==> config.mk <==
export PLATFORM = sky130hd
export DESIGN_NAME = sfcd_decoder
export DESIGN_NICKNAME = d
export VERILOG_FILES = /design/src/sfcd_sync.sv /design/src/sfcd_decoder.sv
export SDC_FILE = /design/constraint.sdc
export NUM_CORES = 1
export LEC_CHECK = 0
export BUFFER_PORTS_ARGS = -buffer_cell sky130_fd_sc_hd__buf_4
export CAP_MARGIN = 20
export CORE_MARGIN = 2
export CORE_UTILIZATION = 30
export CTS_CLUSTER_SIZE = 24
export DETAILED_ROUTE_END_ITERATION = 12
export GPL_ROUTABILITY_DRIVEN = 0
export PLACE_DENSITY = 0.46
export SYNTH_ARGS = -nofsm -noshare
export SYNTH_HDL_FRONTEND = slang
export SYNTH_HIERARCHICAL = 1
export SYNTH_SLANG_ARGS = --single-unit
==> constraint.sdc <==
create_clock -name CLK -period 4.3 [get_ports CLK]
set_input_delay 0.43 -clock CLK [delete_from_list [all_inputs] [get_ports CLK]]
set_output_delay 0.43 -clock CLK [all_outputs]
set_load 0.01 [all_outputs]
==> src/sfcd_sync.sv <==
// ============================================================
// package: shared constants and types
package sfcd_pkg;
	localparam logic [7:0] OPC_WREN = 8'h06;
	localparam logic [7:0] OPC_WRDI = 8'h04;
	localparam logic [7:0] OPC_RDSR = 8'h05;
	localparam logic [7:0] OPC_WRSR = 8'h01;
	localparam logic [7:0] OPC_READ = 8'h03;
	localparam logic [7:0] OPC_PROG = 8'h02;
	localparam logic [7:0] OPC_SERASE = 8'hD8;
	localparam logic [7:0] OPC_CERASE = 8'hC7;
	localparam logic [7:0] OPC_PDOWN = 8'hB9;
	localparam logic [7:0] OPC_RELEASE = 8'hAB;
	// status bit positions
	localparam int STAT_BUSY_POS = 0;
	localparam int STAT_WEL_POS = 1;
	localparam int STAT_BP_LSB = 2;
	localparam int STAT_BP_MSB = 4;
	localparam int STAT_LOCK_POS = 7;
	// reset values
	localparam logic STAT_WEL_RST = 1'b0;
	localparam logic STAT_LOCK_RST = 1'b0;
	localparam logic [2:0] STAT_BP_RST = 3'h0;
	// identification byte: value is arbitrary
	localparam logic [7:0] SFCD_ID_BYTE = 8'h5A;
	// index of the last address or dummy byte after the opcode
	localparam logic [1:0] ADDR_LAST_IDX = 2'h2;
	// timing
	localparam int CLK_PERIOD_NS = 20;
	localparam int STATUS_WRITE_TIME_NS_DEF = 10000000;
	localparam int WTIMER_W = 24;
	typedef enum logic [2:0] {
		ST_CMD = 3'b000,
		ST_ADDR = 3'b001,
		ST_DUMMY = 3'b010,
		ST_OUT = 3'b011,
		ST_WDATA = 3'b100,
		ST_END = 3'b101,
		ST_IGN = 3'b110
	} sfcd_state_e;
	typedef enum logic [1:0] {
		SRC_STAT = 2'b00,
		SRC_ARR = 2'b01,
		SRC_ID = 2'b10
	} sfcd_src_e;
endpackage : sfcd_pkg

// ============================================================
// two-flop synchroniser for pin inputs
module sfcd_sync #(
	parameter int W = 1,
	parameter logic [W-1:0] RST_VAL = '0
) (
	input wire logic clk,
	input wire logic resetn,
	input wire logic [W-1:0] d,
	output logic [W-1:0] q
);
	logic [W-1:0] meta_r;
	always_ff @(posedge clk or negedge resetn) begin
		if (!resetn) begin
			meta_r <= RST_VAL;
			q <= RST_VAL;
		end else begin
			meta_r <= d;
			q <= meta_r;
		end
	end
endmodule : sfcd_sync

==> src/sfcd_decoder.sv <==
// ============================================================
// serial flash instruction decoder
// Overview of operation
// - Opcode 06h then select rising sets the write latch flag.
// - Opcode 04h then select rising clears the write latch flag.
// - Program, erase and status write are refused unless the latch flag is set.
// - Latch flag clears at reset and when a write-type cycle completes.
// - After 05h, status bits go out on falling edges, MSB first.
// - Status byte repeats while select stays low and clocks run.
// - Status read is accepted at any time except in power-down, even while busy.
// - Status write changes only lock and protect level bits.
// - Status write not ending on a byte boundary is discarded.
// - Valid status write runs a timed cycle with busy set, then clears busy and latch.
// - With lock set, status writes are rejected while guard pin is low.
// - Array read streams bytes on falling edges, address incremented per byte.
// - Array read while busy is ignored entirely.
// - Programming uses even start addresses, at least two data bytes per instruction.
// - ABh repeats the identification byte until select rises.
// - All bytes MSB first; returned bytes only on serial output.
// - Protect level bits sit at status bits 4..2, readable and writable.
// - Status bits 6 and 5 always read zero.
// - While busy, every instruction except status read is ignored.
module sfcd_decoder
	import sfcd_pkg::*;
#(
	parameter int STATUS_WRITE_TIME_NS = STATUS_WRITE_TIME_NS_DEF
) (
	input wire logic CLK,
	input wire logic RESETN,
	input wire logic CS_N,
	input wire logic SCK,
	input wire logic SI,
	input wire logic WP_N,
	output logic SO,
	output logic SO_OE,
	output logic [23:0] MEM_ADDR,
	output logic MEM_RD,
	input wire logic [7:0] MEM_RDATA,
	output logic ARRAY_GO,
	output logic [7:0] ARRAY_CMD,
	input wire logic ARRAY_DONE,
	output logic PROG_WE,
	output logic [7:0] PROG_DATA
);
	localparam int WS_CYC_RAW = (STATUS_WRITE_TIME_NS + CLK_PERIOD_NS - 1) / CLK_PERIOD_NS;
	localparam int WS_CYC = (WS_CYC_RAW < 1) ? 1 : WS_CYC_RAW;
	localparam logic [WTIMER_W-1:0] WS_LOAD = WTIMER_W'(WS_CYC - 1);

	typedef struct packed {
		sfcd_state_e state;
		sfcd_src_e src;
		logic sck_d;
		logic cs_d;
		logic [7:0] opc;
		logic [7:0] sh;
		logic [2:0] bcnt;
		logic [1:0] nb;
		logic [1:0] dcnt;
		logic [23:0] addr;
		logic [7:0] rbuf;
		logic rd_wait;
		logic [7:0] osh;
		logic [2:0] ocnt;
		logic so;
		logic so_oe;
		logic write_latch_flag;
		logic lock;
		logic [2:0] bp;
		logic pdn;
		logic busy_ws;
		logic busy_arr;
		logic [WTIMER_W-1:0] wtimer;
		logic [7:0] wdata;
		logic mem_rd;
		logic arr_go;
		logic [7:0] arr_cmd;
		logic prog_we;
		logic [7:0] prog_data;
	} sfcd_regs_s;

	sfcd_regs_s r;
	sfcd_regs_s n;
	logic cs_s;
	logic sck_s;
	logic si_s;
	logic wp_s;
	logic rise;
	logic fall;
	logic cs_up;
	logic busy;
	logic [7:0] stat;
	logic [7:0] byte_in;

	function automatic logic [7:0] stat_byte(input logic lock, input logic [2:0] bp,
			input logic write_latch_flag, input logic bsy);
		logic [7:0] s;
		s = 8'h00;
		s[STAT_LOCK_POS] = lock;
		s[STAT_BP_MSB:STAT_BP_LSB] = bp;
		s[STAT_WEL_POS] = write_latch_flag;
		s[STAT_BUSY_POS] = bsy;
		return s;
	endfunction : stat_byte

	// ============================================================
	// pin synchronisers
	sfcd_sync #(.W(4), .RST_VAL(4'hB)) u_sync (
		.clk(CLK),
		.resetn(RESETN),
		.d({CS_N, SCK, SI, WP_N}),
		.q({cs_s, sck_s, si_s, wp_s})
	);

	// ============================================================
	// edge detection and status view
	assign rise = !cs_s && sck_s && !r.sck_d;
	assign fall = !cs_s && !sck_s && r.sck_d;
	assign cs_up = cs_s && !r.cs_d;
	assign busy = r.busy_ws || r.busy_arr;
	assign byte_in = {r.sh[6:0], si_s};
	assign stat = stat_byte(r.lock, r.bp, r.write_latch_flag, busy);

	// ============================================================
	// next state
	always_comb begin
		logic [7:0] ob;
		ob = 8'h00;
		n = r;
		n.mem_rd = 1'b0;
		n.arr_go = 1'b0;
		n.prog_we = 1'b0;
		n.sck_d = sck_s;
		n.cs_d = cs_s;
		n.rd_wait = r.mem_rd;
		// self-timed status write
		if (r.busy_ws) begin
			if (r.wtimer == '0) begin
				n.busy_ws = 1'b0;
				n.write_latch_flag = 1'b0;
				n.lock = r.wdata[STAT_LOCK_POS];
				n.bp = r.wdata[STAT_BP_MSB:STAT_BP_LSB];
			end else begin
				n.wtimer = r.wtimer - 1'b1;
			end
		end
		if (r.busy_arr && ARRAY_DONE) begin
			n.busy_arr = 1'b0;
			n.write_latch_flag = 1'b0;
		end
		// array read data returns the cycle after the request
		if (r.rd_wait) begin
			n.rbuf = MEM_RDATA;
			n.addr = r.addr + 24'h000001;
		end
		if (cs_up) begin
			case (r.state)
				ST_END: begin
					if (r.bcnt == 3'h0) begin
						case (r.opc)
							OPC_WREN: n.write_latch_flag = 1'b1;
							OPC_WRDI: n.write_latch_flag = 1'b0;
							OPC_PDOWN: n.pdn = 1'b1;
							OPC_SERASE, OPC_CERASE: begin
								if (r.write_latch_flag) begin
									n.arr_go = 1'b1;
									n.arr_cmd = r.opc;
									n.busy_arr = 1'b1;
								end
							end
							default: n.pdn = r.pdn;
						endcase
					end
				end
				ST_WDATA: begin
					if (r.bcnt == 3'h0 && r.write_latch_flag) begin
						if (r.opc == OPC_WRSR) begin
							if (r.dcnt == 2'h1 && !(r.lock && !wp_s)) begin
								n.busy_ws = 1'b1;
								n.wtimer = WS_LOAD;
							end
						end else if (r.dcnt >= 2'h2 && !r.addr[0]) begin
							n.arr_go = 1'b1;
							n.arr_cmd = r.opc;
							n.busy_arr = 1'b1;
						end
					end
				end
				ST_DUMMY, ST_OUT: begin
					if (r.opc == OPC_RELEASE) begin
						n.pdn = 1'b0;
					end
				end
				default: n.pdn = r.pdn;
			endcase
		end else if (rise) begin
			n.sh = byte_in;
			n.bcnt = r.bcnt + 3'h1;
			if (r.bcnt == 3'h7) begin
				case (r.state)
					ST_CMD: begin
						n.opc = byte_in;
						n.nb = 2'h0;
						n.dcnt = 2'h0;
						n.ocnt = 3'h0;
						if (r.pdn) begin
							n.state = (byte_in == OPC_RELEASE) ? ST_DUMMY : ST_IGN;
						end else if (busy && byte_in != OPC_RDSR) begin
							n.state = ST_IGN;
						end else begin
							case (byte_in)
								OPC_RDSR: begin
									n.state = ST_OUT;
									n.src = SRC_STAT;
								end
								OPC_WREN, OPC_WRDI, OPC_CERASE, OPC_PDOWN: n.state = ST_END;
								OPC_WRSR: n.state = ST_WDATA;
								OPC_READ, OPC_PROG, OPC_SERASE: n.state = ST_ADDR;
								OPC_RELEASE: n.state = ST_DUMMY;
								default: n.state = ST_IGN;
							endcase
						end
					end
					ST_ADDR: begin
						n.addr = {r.addr[15:0], byte_in};
						n.nb = r.nb + 2'h1;
						if (r.nb == ADDR_LAST_IDX) begin
							case (r.opc)
								OPC_READ: begin
									n.state = ST_OUT;
									n.src = SRC_ARR;
									n.mem_rd = 1'b1;
								end
								OPC_PROG: n.state = ST_WDATA;
								default: n.state = ST_END;
							endcase
						end
					end
					ST_DUMMY: begin
						n.nb = r.nb + 2'h1;
						if (r.nb == ADDR_LAST_IDX) begin
							n.state = ST_OUT;
							n.src = SRC_ID;
						end
					end
					ST_WDATA: begin
						if (r.dcnt != 2'h3) begin
							n.dcnt = r.dcnt + 2'h1;
						end
						if (r.opc == OPC_WRSR) begin
							n.wdata = byte_in;
							if (r.dcnt != 2'h0) begin
								n.state = ST_IGN;
							end
						end else if (r.write_latch_flag) begin
							n.prog_we = 1'b1;
							n.prog_data = byte_in;
						end
					end
					ST_END: n.state = ST_IGN;
					default: n.state = r.state;
				endcase
			end
		end else if (fall && r.state == ST_OUT) begin
			n.so_oe = 1'b1;
			n.ocnt = r.ocnt + 3'h1;
			if (r.ocnt == 3'h0) begin
				case (r.src)
					SRC_STAT: ob = stat;
					SRC_ARR: ob = r.rbuf;
					default: ob = SFCD_ID_BYTE;
				endcase
				n.so = ob[7];
				n.osh = {ob[6:0], 1'b0};
				n.mem_rd = (r.src == SRC_ARR);
			end else begin
				n.so = r.osh[7];
				n.osh = {r.osh[6:0], 1'b0};
			end
		end
		if (cs_s) begin
			n.state = ST_CMD;
			n.bcnt = 3'h0;
			n.ocnt = 3'h0;
			n.so_oe = 1'b0;
		end
	end
	always_ff @(posedge CLK or negedge RESETN) begin
		if (!RESETN) begin
			r <= '0;
			r.state <= ST_CMD;
			r.src <= SRC_STAT;
			r.cs_d <= 1'b1;
			// matches the synchronised idle-low clock, so no false edge after reset
			r.sck_d <= 1'b0;
			r.write_latch_flag <= STAT_WEL_RST;
			r.lock <= STAT_LOCK_RST;
			r.bp <= STAT_BP_RST;
		end else begin
			r <= n;
		end
	end

	assign SO = r.so;
	assign SO_OE = r.so_oe;
	assign MEM_ADDR = r.addr;
	assign MEM_RD = r.mem_rd;
	assign ARRAY_GO = r.arr_go;
	assign ARRAY_CMD = r.arr_cmd;
	assign PROG_WE = r.prog_we;
	assign PROG_DATA = r.prog_data;
endmodule : sfcd_decoder

Word level (Yosys, flattened, before mapping)
Cells that the tools add are included.
{"block": "word_totals", "output_inout_bits": 45, "regBits": 142, "in_bits": 15}
{"block": "classes", "muxes": 91, "eq_ne": 53, "bitwise_logic": 3, "reduce_logical": 56, "n_lt_le_gt_ge": 1, "n_addsub": 6}
{"op": "24-bit 2-to-1 mux", "n": 6}
{"op": "9-bit 2-to-1 mux", "n": 13}
{"op": "8-bit equality test, second input constant", "n": 8}
{"op": "31-bit 2-to-1 mux", "n": 2}
{"op": "26-bit 2-to-1 mux", "n": 2}
{"op": "5-bit 2-to-1 mux", "n": 9}
{"op": "8-bit by 3-bit equality test with 1-bit output, second input constant", "n": 5}
{"op": "3-bit 2-to-1 mux", "n": 11}
{"op": "8-bit by 2-bit equality test with 1-bit output, second input constant", "n": 4}
{"op": "32-bit 2-to-1 mux", "n": 1}
{"op": "3-bit one-hot mux with 5 select lines", "n": 2}
{"op": "1-bit 2-to-1 mux", "n": 28}
{"op": "28-bit 2-to-1 mux", "n": 1}
{"op": "24-bit by 1-bit adder with 24-bit output, second input constant", "n": 1}
{"op": "24-bit zero test", "n": 1}
{"op": "2-bit != test, second input constant", "n": 12}
{"op": "24-bit by 1-bit subtractor with 24-bit output, second input constant", "n": 1}
{"op": "9-bit one-hot mux with 2 select lines", "n": 1}
{"op": "8-bit by 1-bit equality test with 1-bit output, second input constant", "n": 2}
{"op": "8-bit one-hot mux with 2 select lines", "n": 1}
{"op": "8-bit AND reduction", "n": 2}
{"op": "2-bit nonzero test", "n": 8}
{"op": "5-bit AND reduction", "n": 3}
{"op": "1-bit logical AND", "n": 12}
{"op": "other kinds (33)", "n": 74}

Longest topological paths before layout
{"block": "logic_depth", "depth_word": 10, "mapped_depth": 8, "depth_no_buf": 7}

Hierarchy
The synthesis kept the hierarchy.
{"module": "sfcd_decoder", "cells_each": 678, "instances": 1, "area_each_um2": 6917.9}
{"module": "sfcd_sync", "cells_each": 8, "instances": 1, "area_each_um2": 207.7}

Worst setup path before layout
No wires, ideal clock.
{"block": "synth_path", "path_type": "flip-flop to flip-flop", "start": "reg u_sync.q[3]", "end": "reg r (netlist bit ARRAY_CMD[0])", "synth_period_minus_slack_ns": 1.934, "t_required_ns": 4.175, "path_buffers": 1, "slack_ns": 2.366, "arrival_ns": 1.809, "path_stages_with_launch": 6, "cell_sequence": "dfstp_2 -> buf_2 -> nor4bb_1 -> nand2_1 -> a211oi_4 -> mux2_2"}
{"block": "synth_between", "elab_chain_len": 2}
{"item": "start: declaration", "line": "sfcd_sync.sv:57", "source": "output logic [W-1:0] q"}
{"item": "start signal: assignment", "line": "sfcd_sync.sv:66", "source": "q <= meta_r;"}
{"item": "1-bit logical AND", "line": "sfcd_decoder.sv:118", "source": "assign cs_up = cs_s && !r.cs_d;"}
{"item": "8-bit AND reduction (no line)"}
{"item": "end signal: assignment", "line": "sfcd_decoder.sv:299", "source": "r <= n;"}
{"item": "end: declaration", "line": "sfcd_decoder.sv:81", "source": "sfcd_regs_s r;"}
No other way between the ends.
A chain may end at the register's enable or synchronous reset.

==> results.toml <==
[floorplanning]
die_w_um = 158
row_count = 56
io-pin-count = 60
start_util = 0.304
dieHeight_um = 158
die_area_um2 = 25000
core-area_um2 = 23400

[global_route]
grt_max_degree = 110
grt_pass1_wl_um = 26800
grt_pass1_vias = 5036
grt.overflow.total = 0
grtUsageTotal = 0.140
antenna_found_initial = 0

[clock_network]
cts.sinks = 137
htree_levels = 4
post_cts_buffers = 0
cts_root_buf = "clkbuf_16"
clkTransAtPathRegs_ns = 0.06
cts_max_path_buffers = 2
clock_latency_ns = 0.42
cts_tree = "built"
cts-buffers-inserted = 17

[yosys]
synth_ff_type = "dfrtp_1"
syn-num-nets = 713
synth_area_um2 = 7130
synth_warnings = 6
ys_ff_latch = 137
syn_inst = 686
yosys.cell_types.count = 68
synth-async-reset-ratio = 1.00
postSynthAreaPerCell_um2 = 10.4
ys_seq_area_frac = 0.482
synth-edff-count = 0

[setup_path]
required_ns = 4.60
cp_max_fo = 19
endpoint_kind = "register"
r2r_cells = 5
start_kind = "register"
arrival_ns = 2.92
worstSetupPathType = "reg2reg"

[sta]
clock_skew_ns = 0.00852
setup_viol = 0
rsz0062_at_grt = "no"
fmax_mhz = 381
final.setup.tns_ns = 0
holdWs_ns = 0.110
max-slew-margin-rel = 0.337
worst_pin_slew_ns = 0.989
final-hold-violation-count = 0
period_minus_slack_ns = 2.62
fin_crit_sh = 0.610
slew_viol_final = 0

[layout]
area_growth_pct = 14.8
nets = 724
n_fill_cell = 2346
layout-drive-gt1-share = 0.246
regArea_um2 = 3440
multi_input_comb_area_um2 = 3180
stdcell_count = 1029
diodes = 0

[detailed_routing]
routed.top_layer = "met4"
vias = 4956
wl_met2_um = 8000
dr_wl_met3_um = 488
routed_wl_um = 16600
viasPerCell = 4.82
drtIter0Drc = 326
routedWlPerCell_um = 16.2
ant_nets = 0
wl_met1_um = 7860
drtPass1Iterations = 4
drt_drc_violations_left = 0

[placed_design]
portBuffers = 59
dp_cells = 995
hpwl_um = 11500

[power_and_ir_drop]
leakagePower_nw = 3.68
cellPowerDensity_nw_per_um2 = 371
ir_worst_vdd_mv = 0.174

[run]
maxCapViolCount = 0

[min_path]
hold_depth = 1
hold_class = "in2reg"

[run_status]
status = "completed"
per-layer routing:
metal,global-route usage,vias up
met3,0.0326,17
met4,0.0502,0
li1,-,2407
met5,0,-
met1,0.180,2454
met2,0.229,78
cell usage in the layout (no fill, tap or decap), types with 5 or more instances in the layout:
cell       instances
inv_1             18
ha_1              12
clkbuf_16         17
nor3_1            13
mux2_2            54
nor2_1            51
xor2_1            27
or3_1              8
nor4_1             6
nand4_1           19
nand2_1           69
dfrtp_1          130
o211ai_1           9
xnor2_1           14
and3_1             6
o31ai_1            5
nand4b_1           5
a21oi_1           16
dfstp_2            7
buf_4             62
clkinv_4           5
nand3_1           14
nand2b_1          10
o21ai_0           38
power by group:
part / leakage (nW) / switching, mW / internal [mW]
clock network: 0.278 / 0.576 / 0.858
logic: 1.53 / 0.0684 / 0.0759
registers: 1.87 / 0.129 / 1.32
cell type report:
cell class	count	share of cell area
inverters	18	0.00826
clock buffers	19	0.0529
multi-input cells	458	0.389
repair buffers	65	0.0629
well taps	319	0.0488
clock inverters	13	0.0179
flip-flops and latches	137	0.420
final timing paths:
check                                      start               end  slack, ns
worst max-delay path                 u_sync/q[3]             r[32]       1.68
worst min-delay path                        CS_N  u_sync/meta_r[3]       0.11
worst max register to register       u_sync/q[3]             r[32]       1.68
worst min register to register  u_sync/meta_r[2]       u_sync/q[2]       0.35
max in group asynchronous                 RESETN        byte_in[5]       2.73
min in group asynchronous                 RESETN             r[79]       0.43
registers in the layout (all words and copies together), names as in the netlist:
| name | cells |
|---|---|
| ARRAY_CMD | 8 |
| ARRAY_GO | 1 |
| MEM_ADDR | 24 |
| MEM_RD | 1 |
| PROG_DATA | 8 |
| PROG_WE | 1 |
| SO | 1 |
| SO_OE | 1 |
| byte_in | 7 |
| r | 77 |
| u_sync/meta_r | 4 |
| u_sync/q | 4 |
worst max-delay path, cell delays in order, from the launching register on:
cell and delay (ns):
dfstp_2 0.72, nor4bb_1 0.44, nand2_1 0.22, nor3_2 0.83, or4_1 0.22, nand2_1 0.06
logic make-up (layout without fill, tap and decap cells):
logic type      after synthesis  count (layout)  synth area share
simple gates                245             245             0.189
flops                       137             137             0.482
compound gates              103             103            0.0946
buf+inv                      91             115            0.0727
mux                          57              57            0.0896
xor+xnor                     41              41            0.0504
fa+ha+maj                    12              12            0.0211
per-stage QoR:
step	worst slack [ns]	utilization	total power, mW	area (um^2)
3_3_place_gp	1.77	0.323	1.62	7560
6_report	1.68	0.349	3.03	8180
3_5_place_dp	1.73	0.323	1.62	7560
2_1_floorplan	2.37	-	1.52	7130
4_1_cts	1.71	0.348	3.08	8140
5_1_grt	1.49	0.349	3.17	8180
what timing repair did:
item                                   in CTS  in global routing
endpoints found under the hold margin       0                 23
hold buffers                                0                  1
gates resized for setup                     0                  0
Yosys cell counts (all sizes together) (17+ instances only):
master,count,share of area
dfrtp,130,0.46
nand2,69,0.036
buf,54,0.051
mux2,54,0.085
nor2,51,0.027
o21ai,40,0.028
xor2,27,0.033
clkbuf,19,0.012
nand4,19,0.017
inv,18,0.0095
nor3,17,0.014
Power figures use the tool's default switching activity.
